[src/logic/lid_regs.svh]
// Purpose: Constants for the link indicator driver: register offset, field positions,
//          reset value and blink timing.
// Assumes: 200 MHz core clock.
// Notes:   Included by bare name; definitions only.
`ifndef LID_REGS_SVH
`define LID_REGS_SVH

// Register index of the indicator configuration register.
`define LID_CFG_ADDR 5'h1E
`define LID_ADDR_W 5
`define LID_DATA_W 16
`define LID_CFG_RESET 16'h18F4

// Field positions inside the configuration register.
`define LID_RATE_BIT 15
`define LID_FLASH2_BIT 14
`define LID_POL2_BIT 13
`define LID_SEL2_HI 12
`define LID_SEL2_LO 10
`define LID_FLASH1_BIT 9
`define LID_POL1_BIT 8
`define LID_SEL1_HI 7
`define LID_SEL1_LO 5
`define LID_FLASH0_BIT 4
`define LID_POL0_BIT 3
`define LID_SEL0_HI 2
`define LID_SEL0_LO 0

// Blink timing: half periods in ms and clock rate in kHz.
`define LID_SLOW_HALF_MS 200
`define LID_FAST_HALF_MS 83
`define LID_CLK_KHZ 200000
`define LID_CNT_W 26

`endif

[src/logic/lid_pkg.sv]
// Purpose: Shared types of the link indicator driver.
// Assumes: Constants come from lid_regs.svh.
// Notes:   Source codes follow the encoding of the source select fields.
package lid_pkg;

  typedef enum logic [2:0] {
    LID_SRC_LINK_10_1000,
    LID_SRC_LINK_100_1000,
    LID_SRC_LINK_ANY,
    LID_SRC_ACTIVITY,
    LID_SRC_LINK_IDLE,
    LID_SRC_LINK_10,
    LID_SRC_LINK_100,
    LID_SRC_LINK_1000
  } lid_src_t;

  typedef enum logic [1:0] {
    LID_SPD_10,
    LID_SPD_100,
    LID_SPD_1000,
    LID_SPD_NONE
  } lid_speed_t;

endpackage : lid_pkg

[src/logic/lid_blink_gen.sv]
// Purpose: Free-running blink phase for all indicators.
// Assumes: Half periods are given in clock cycles.
// Notes:   A rate change restarts the half period so the new rate applies at once.
`timescale 1ns/10ps
`include "lid_regs.svh"
module lid_blink_gen
  import lid_pkg::*;
#(
  parameter int unsigned SLOW_HALF_CYC = 40000000,
  parameter int unsigned FAST_HALF_CYC = 16600000
)
(
  input wire logic sys_clk,
  input wire logic rst_b,
  input wire logic rate_fast,
  output logic phase_on
);

  logic [`LID_CNT_W-1:0] cnt_q;
  logic [`LID_CNT_W-1:0] cnt_d;
  logic [`LID_CNT_W-1:0] last_cnt;
  logic phase_q;
  logic phase_d;
  logic rate_q;
  logic rate_d;

  always_comb
  begin
    last_cnt = rate_fast ? `LID_CNT_W'(FAST_HALF_CYC - 1) : `LID_CNT_W'(SLOW_HALF_CYC - 1);
    rate_d = rate_fast;
    phase_d = phase_q;
    cnt_d = cnt_q + `LID_CNT_W'(1);
    if (rate_fast != rate_q)
    begin
      cnt_d = '0;
      phase_d = 1'b1;
    end
    else if (cnt_q >= last_cnt)
    begin
      // Each half period inverts the phase: equal on and off times.
      cnt_d = '0;
      phase_d = ~phase_q;
    end
  end

  always_ff @(posedge sys_clk)
  begin
    if (!rst_b)
    begin
      cnt_q <= '0;
      phase_q <= 1'b1;
      rate_q <= 1'b0;
    end
    else
    begin
      cnt_q <= cnt_d;
      phase_q <= phase_d;
      rate_q <= rate_d;
    end
  end

  assign phase_on = phase_q;

endmodule : lid_blink_gen

[src/logic/lid_ind_lane.sv]
// Purpose: One indicator: source decode, blink gating, polarity and pin flop.
// Assumes: Link state inputs are on the core clock.
// Notes:   The pin rests at its inactive level whenever the indication is off.
`timescale 1ns/10ps
module lid_ind_lane
  import lid_pkg::*;
(
  input wire logic sys_clk,
  input wire logic rst_b,
  input wire logic [2:0] source_sel,
  input wire logic flash_en,
  input wire logic polarity,
  input wire logic link_up,
  input wire logic [1:0] link_speed,
  input wire logic traffic_active,
  input wire logic phase_on,
  output logic pin_q,
  output logic ind_q
);

  logic ind_d;
  logic lit;
  logic pin_d;
  logic spd10;
  logic spd100;
  logic spd1000;

  always_comb
  begin
    spd10 = link_up && (lid_speed_t'(link_speed) == LID_SPD_10);
    spd100 = link_up && (lid_speed_t'(link_speed) == LID_SPD_100);
    spd1000 = link_up && (lid_speed_t'(link_speed) == LID_SPD_1000);
    unique case (lid_src_t'(source_sel))
      LID_SRC_LINK_10_1000: ind_d = spd10 || spd1000;
      LID_SRC_LINK_100_1000: ind_d = spd100 || spd1000;
      LID_SRC_LINK_ANY: ind_d = link_up;
      LID_SRC_ACTIVITY: ind_d = link_up && traffic_active;
      LID_SRC_LINK_IDLE: ind_d = link_up && !traffic_active;
      LID_SRC_LINK_10: ind_d = spd10;
      LID_SRC_LINK_100: ind_d = spd100;
      LID_SRC_LINK_1000: ind_d = spd1000;
    endcase
    // Blinking only gates an asserted indication.
    lit = ind_d && (!flash_en || phase_on);
    // Clear polarity drives low when lit, set polarity drives high.
    pin_d = polarity ? lit : !lit;
  end

  always_ff @(posedge sys_clk)
  begin
    if (!rst_b)
    begin
      pin_q <= 1'b1;
      ind_q <= 1'b0;
    end
    else
    begin
      pin_q <= pin_d;
      ind_q <= ind_d;
    end
  end

endmodule : lid_ind_lane

[src/logic/lid_indicator.sv]
// Purpose: Link indicator driver: configuration register and three indicator pins.
// Assumes: Register port and link state inputs are on sys_clk.
// Notes:   Blink half periods are parameters so a simulation can shorten them.
`timescale 1ns/10ps
`include "lid_regs.svh"

// Overview of operation
// - Slow rate blinks 200 ms on/off.
// - Fast rate blinks 83 ms on/off.
// - Per-indicator blink enable at bits 14,9,4.
// - Polarity clear drives pin low when active.
// - Polarity set drives pin high when active.
// - Indicator two source bits 12:10, reset 110.
// - Indicator one source bits 7:5, reset 111.
// - Indicator zero source 2:0 reset 100, blink set.
// - Code 000: link at 10 or 1000.
// - Code 001: link at 100 or 1000.
// - Code 010: link at any speed.
// - Code 011: link up with traffic.
// - Code 100: link up without traffic.
// - Code 101: link at 10 only.
// - Code 110: link at 100 only.
// - Code 111: link at 1000 only.
module lid_indicator
  import lid_pkg::*;
#(
  parameter int unsigned SLOW_HALF_CYC = `LID_SLOW_HALF_MS * `LID_CLK_KHZ,
  parameter int unsigned FAST_HALF_CYC = `LID_FAST_HALF_MS * `LID_CLK_KHZ
)
(
  input wire logic sys_clk,
  input wire logic rst_b,
  input wire logic [`LID_ADDR_W-1:0] cfg_addr,
  input wire logic cfg_wr_en,
  input wire logic [`LID_DATA_W-1:0] cfg_wr_data,
  input wire logic cfg_rd_en,
  output logic [`LID_DATA_W-1:0] cfg_rd_data,
  input wire logic link_up,
  input wire logic [1:0] link_speed,
  input wire logic traffic_active,
  output logic indicator_out_zero,
  output logic indicator_out_one,
  output logic indicator_out_two
);

  logic [`LID_DATA_W-1:0] cfg_q;
  logic [`LID_DATA_W-1:0] cfg_d;
  logic [`LID_DATA_W-1:0] rd_q;
  logic [`LID_DATA_W-1:0] rd_d;
  logic hit;
  logic phase_on;
  logic [2:0] sel [3];
  logic [2:0] flash;
  logic [2:0] pol;
  logic [2:0] pins;

  // Register write and registered read-back; other addresses read zero.
  always_comb
  begin
    hit = (cfg_addr == `LID_CFG_ADDR);
    cfg_d = cfg_q;
    if (cfg_wr_en && hit)
    begin
      cfg_d = cfg_wr_data;
    end
    rd_d = rd_q;
    if (cfg_rd_en)
    begin
      rd_d = hit ? cfg_q : '0;
    end
  end

  always_ff @(posedge sys_clk)
  begin
    if (!rst_b)
    begin
      cfg_q <= `LID_CFG_RESET;
      rd_q <= '0;
    end
    else
    begin
      cfg_q <= cfg_d;
      rd_q <= rd_d;
    end
  end

  assign cfg_rd_data = rd_q;

  // Field extraction per indicator.
  assign sel[0] = cfg_q[`LID_SEL0_HI:`LID_SEL0_LO];
  assign sel[1] = cfg_q[`LID_SEL1_HI:`LID_SEL1_LO];
  assign sel[2] = cfg_q[`LID_SEL2_HI:`LID_SEL2_LO];
  assign flash = {cfg_q[`LID_FLASH2_BIT], cfg_q[`LID_FLASH1_BIT], cfg_q[`LID_FLASH0_BIT]};
  assign pol = {cfg_q[`LID_POL2_BIT], cfg_q[`LID_POL1_BIT], cfg_q[`LID_POL0_BIT]};

  // One shared blink phase keeps all blinking indicators in step.
  lid_blink_gen #(
    .SLOW_HALF_CYC(SLOW_HALF_CYC),
    .FAST_HALF_CYC(FAST_HALF_CYC)
  ) u_blink (
    .sys_clk(sys_clk),
    .rst_b(rst_b),
    .rate_fast(cfg_q[`LID_RATE_BIT]),
    .phase_on(phase_on)
  );

  // Polarity and blink are applied as written, even against the
  // recommended combinations; software owns those choices.
  for (genvar i = 0; i < 3; i++)
  begin : g_lane
    lid_ind_lane u_lane (
      .sys_clk(sys_clk),
      .rst_b(rst_b),
      .source_sel(sel[i]),
      .flash_en(flash[i]),
      .polarity(pol[i]),
      .link_up(link_up),
      .link_speed(link_speed),
      .traffic_active(traffic_active),
      .phase_on(phase_on),
      .pin_q(pins[i]),
      .ind_q()
    );
  end

  assign indicator_out_zero = pins[0];
  assign indicator_out_one = pins[1];
  assign indicator_out_two = pins[2];

endmodule : lid_indicator

[config.mk]
export PLATFORM = sky130hd
export DESIGN_NAME = lid_indicator
export DESIGN_NICKNAME = d
export VERILOG_FILES = /design/src/logic/lid_pkg.sv /design/src/logic/lid_blink_gen.sv /design/src/logic/lid_ind_lane.sv /design/src/logic/lid_indicator.sv
export VERILOG_INCLUDE_DIRS = /design/src /design/src/logic
export SDC_FILE = /design/constraint.sdc
export NUM_CORES = 1
export LEC_CHECK = 0
export BUFFER_PORTS_ARGS = -buffer_cell sky130_fd_sc_hd__buf_4
export CAP_MARGIN = 30
export CORE_MARGIN = 3
export CORE_UTILIZATION = 54
export CTS_CLUSTER_DIAMETER = 100
export CTS_CLUSTER_SIZE = 25
export DETAILED_ROUTE_END_ITERATION = 16
export PLACE_DENSITY = 0.76
export SETUP_SLACK_MARGIN = 0.02
export SKIP_LAST_GASP = 1
export SLEW_MARGIN = 20
export SYNTH_ARGS = -nofsm -noshare
export SYNTH_HDL_FRONTEND = slang
export SYNTH_SLANG_ARGS = --single-unit
[constraint.sdc]
create_clock -name sys_clk -period 2.7 [get_ports sys_clk]
set_input_delay 0.54 -clock sys_clk [delete_from_list [all_inputs] [get_ports sys_clk]]
set_output_delay 0.54 -clock sys_clk [all_outputs]
set_load 0.02 [all_outputs]
Yosys cells after proc, flatten, opt, wreduce, memory -nomap -nowiden

Cells that the tools add are included.
Widths: inputs -> output; s select.

Bits in registers: 63
Output and inout bits: 19

Eq/ne operators: 25
$add $sub $neg: 1
Multiplexer cells: 8
Bitwise gates (word level): 2
Reduce and logical (&&, ||, !) cells: 27
Order comparisons: 1

Operators with widths:

| operator              | number |
|---|---|
| $eq 3x3->1 const B    | 12 |
| $add 26x1->26 const B | 1 |
| $ge 26x26->1          | 1 |
| $mux 26               | 1 |
| $pmux 1 s8            | 3 |
| $eq 3x2->1 const B    | 6 |
| $mux 16               | 1 |
| $eq 3x1->1 const B    | 3 |
| $logic_and 1x1->1     | 9 |
| $logic_not 3->1       | 3 |
| $logic_not 1->1       | 7 |
| $eq 5x5->1 const B    | 1 |
| $logic_or 1x1->1      | 5 |
| $mux 1                | 3 |
| $reduce_or 3->1       | 1 |
| $eq 2x1->1 const B    | 1 |
| $eq 2x2->1 const B    | 1 |
| $logic_not 2->1       | 1 |
| $not 1->1             | 2 |
| $reduce_or 2->1       | 1 |
| $ne 1x1->1            | 1 |

Longest topological paths before layout

Depth after elaboration: 7
Mapped depth: 8
Gate-level depth less buffers: 7

Cells and area by module

From an unflattened synthesis, not the netlist that was laid out.

Cell total of the unflattened synthesis: 380
Area, all modules: 3321.9 µm²

Modules (own cells, without submodules):

| module        | instances | cells an instance | area each (µm²) |
|---|---|---|---|
| lid_blink_gen | 1         | 165               | 1453.9 |
| lid_indicator | 1         | 146               | 1350.0 |
| lid_ind_lane  | 3         | 23                | 172.7 |

Worst setup path before layout

OpenSTA, ideal clock, no wires.

Path kind: reg2reg
From: register cfg_q[15]
To: register u_blink.cnt_q[16]
Slack: 750 ps
Library setup time: 119 ps
Stages on the path, launching flop included: 9
Data arrival time: 1831 ps
Path buffers: 1
Data required time: 2581 ps
Cells stage by stage: dfxtp_1 -> inv_1 -> ha_1 -> nand4_1 -> nor3_2 -> nand3_1 -> nand4_4 -> buf_2 -> nor2_1

Cells in the longest elaborated chain, start to end: 3
Elaborated cells on any way between the ends: 4
Classes of those cells: order compare: 1; eq/ne: 1; mux: 1; reduce/logical: 1

RTL lines:

| what                                 | line                | text |
|---|---|---|
| from (decl)                          | lid_indicator.sv:46 | `` logic [`LID_DATA_W-1:0] cfg_q; `` |
| from (signal assigned)               | lid_indicator.sv:77 | `` cfg_q <= `LID_CFG_RESET; `` |
| from (signal assigned)               | lid_indicator.sv:82 | `cfg_q <= cfg_d;` |
| $mux 26                              | lid_blink_gen.sv:29 | `` last_cnt = rate_fast ? `LID_CNT_W'(FAST_HALF_CYC - 1) : `LID_CNT_W'(SLOW_HALF_CYC - 1); `` |
| $ge 26x26->1                         | lid_blink_gen.sv:38 | `else if (cnt_q >= last_cnt)` |
| $reduce_or 3->1 (no source line) (*) | n/a                 |  |
| to (signal assigned)                 | lid_blink_gen.sv:56 | `cnt_q <= cnt_d;` |
| to (decl)                            | lid_blink_gen.sv:19 | `` logic [`LID_CNT_W-1:0] cnt_q; `` |

Mark *: on every way between the ends. The rest lies on a longest branch, timed or not.
A chain may end at the register's enable or synchronous reset.

Worst setup path in the final report

From: register cfg_q[15]
To: register u_blink.cnt_q[18]

Same word-level chain as after synthesis.

==> results.cfg <==
[synthesis]
synth.distinct_cells = 43
async_flop_share = 0
postSynthAreaPerCell_sq_um = 8.89
synthXorXnorAreaFrac = 0.0702
yosys_warnings = 0
synth-main-ff-cell = dfxtp_1
synth-simple-area-share = 0.332
syn_inst = 365
synth-edff-count = 0
synthAdderAreaFrac = 0.0424
ys_seq_area_frac = 0.389
synthesis.area_sq_mm = 0.00324
synthTopCellsByArea = dfxtp_1, nor2b_1, nand3_1, xnor2_1, ha_1
ys_ff_latch = 63
synth-compound-area-share = 0.117
synth_top_area_cell = dfxtp_1
synth_top_family_by_area = simple AND/OR/NAND/NOR gates
synthMuxAreaShare = 0.0139
syn-num-nets = 405
netlist.area_leader.share = 0.389

[routing]
first_pass_iters = 4
drt_iter0_markers = 159
vias = 2710
wirelength_um = 6920
antenna_left = 0
drc = 0
via_per_inst = 5.63
avgRoutedWirePerCell_um = 14.4

[floorplanning]
core_region_area_sq_mm = 0.00568
row_count = 27
die_y_um = 83.5
die-area_sq_mm = 0.00697
die_x_um = 83.5
start_util = 0.572
pin_count = 48

[cts]
clk_latency_ns = 0.35
cts.path.max_buffers = 2
ctsRootBufferMaster = clkbuf_8
postCtsResizedCells = 0
cts_buffers = 9
path_clk_slew_ns = 0.08
cts_tree = built
post_cts_buffers = 0
numClockSinks = 63
cts_hold_buf = 0
htree_levels = 3

[power]
total_power_uw = 1940
p_leak_uw = 0.00139
power_frac_comb = 0.058
share_seq_of_total_power = 0.490
switching_share = 0.229
p_int_uw = 1490
cellPowerDensity_mw_per_mm2 = 507
p_sw_uw = 444
clock_power_share = 0.452
peakVddDrop_uv = 365

[sta]
rsz0062_at_grt = false
tightest_slew_ns = 0.651
drv_slew = 0
skew_ns = 0.00869
hold_viol = 0
setup_viol = 0
max_slew_margin = 0.566
max_freq_mhz = 436
period_share = 0.849
fin_setup_tns_ns = 0
period_needed_ns = 2.29

[run_status]
outcome = finished clean

[final_layout]
design_area_sq_mm = 0.00382
n_antenna_cell = 0
nets = 444
drive_gt1_frac = 0.220
area_growth_pct = 17.7
finalNonFillerCells = 481

[flow_run]
drv_cap = 0

[worst_setup_path]
max_stage_delay_ns = 0.50
cp_cell_sequence = inv_1 -> ha_1 -> a21o_1 -> a21oi_1 -> o311a_1 -> nand4_4 -> nor2_1
crit_start = cfg_q[15]
required_ns = 2.96
r2r_setup_slack_ns = 0.41
cp_top_family = simple AND/OR/NAND/NOR gates
end_kind = register
worst-setup-path-type = reg2reg
critPathSlowestCell = dfxtp_1
r2r_start = cfg_q[15]
worstPathArrival_ns = 2.56
path_max_fanout = 26
cp.buffers_inverters = 1
worstSetupStartpointType = register

[global_route]
grt_use_met2 = 0.310
gr-usage-all-layers = 0.210
grt_start_max_net_pins = 41
grtUsageMet1 = 0.294
use_met3 = 0.0681
grt_busiest_layer = met2
grt_pass1_wl_um = 11900
grt_antenna_before_repair = 0
grt_pass1_vias = 2518
grt_overflow = 0

[placement]
post-dp-hpwl_um = 4740
dp.cells = 465
place_congestion = 0.831
post_dp_cell_area_sq_mm = 0.00360
io_buffers = 47

[hold_path]
hold_path.class = in2reg
hold_start = cfg_wr_data[5]
[worst register-to-register path, delay by kind of cell, from the launching register on]
kind                       cells  cell delay, ns
AOI/OAI and AO/OA              3            0.53
adders and majority gates      1            0.34
buffers and inverters          1            0.20
DFF                            1            0.50
and+or+nand+nor                2            0.63
[logic make-up after synthesis]
| logic type | Yosys count |
|---|---|
| multiplexers | 4 |
| adder cells (fa/ha/maj) | 11 |
| AO/OA/AOI/OAI | 58 |
| AND/OR/NAND/NOR | 177 |
| buffers and inverters | 26 |
| XOR/XNOR | 26 |
| flip-flops | 63 |
[layout by cell type (no fill, tap or decap), types with 2 or more instances in the layout]
cell and count:
nand3_4 2, o41ai_1 3, mux2_1 4, nor2b_1 34
nand2_1 31, buf_4 48, o22ai_1 6, xor2_1 8
clkbuf_8 12, xnor2_1 18, dfxtp_1 63, inv_1 6
nor2_1 25, and3_1 2, clkinvlp_4 3, a21boi_0 9
nor4_2 8, nand2b_1 10, o21ai_0 4, and4_1 2
nand4_1 7, nand4_4 3, a21oi_1 24, ha_1 11
nand3_1 35, and2_1 3, a211oi_1 6, nor2_2 5
nor3_2 4
[routing by layer]
| layer | up-vias | routed length [um] |
|---|---|---|
| li1 | 1353 | - |
| met1 | 1268 | 3290 |
| met2 | 80 | 3140 |
| met3 | 9 | 387 |
| met4 | 0 | 99 |
| met5 | - | 0 |
[flip-flops by register name, indices dropped and copies added (netlist names)]
signal / count
cfg_q: 16
u_blink.rate_q: 1
cfg_rd_data: 16
g_lane.u_lane.pin_q: 3
u_blink.cnt_q: 26
u_blink.phase_on: 1
[final timing paths]
kind	endpoint	cells past startpoint
setup reg to reg	u_blink.cnt_q[18]	7
setup / recovery	u_blink.cnt_q[18]	7
hold reg to reg	cfg_q[3]	2
hold / removal	cfg_q[5]	3
[through the flow]
stage / setup slack [ns] / hold WS (ns) / util
after floorplan: 0.750 / 0.457 / -
after global placement: 0.545 / 0.474 / 0.634
after detailed placement: 0.433 / 0.483 / 0.634
after CTS: 0.403 / 0.424 / 0.673
after global routing: 0.249 / 0.439 / 0.673
final: 0.409 / 0.427 / 0.673
[power groups by stage]
stage,Combinational [uW],Sequential (uW),Clock [uW]
after floorplan,57.9,971,0
after global placement,111,970,0
after detailed placement,111,971,0
after CTS,113,949,889
after global routing,123,950,940
final,112,950,876
[Yosys cell counts (all sizes together), types with 4 or more instances]
cell type and n:
o21ai 4, xor2 8, nand4 10, nor2b 34, nor3 5, nor4 9
inv 6, nand2b 10, a21boi 9, a21oi 24, nor2 30, xnor2 18
ha 11, buf 9, clkbuf 11, dfxtp 63, a211oi 6, o22ai 6
nand2 31, mux2 4, nand3 37
[area by class of cell]
type	instances	area [sq um]
Sequential cell	63	1260
Clock buffer	12	165
Clock inverter	4	52.6
Timing Repair Buffer	48	360
Multi-Input combinational cell	276	1870
Fill cell	464	1860
Tap cell	72	90.1
Inverter	6	22.5
Note: power is estimated with default switching activity, not from simulation.
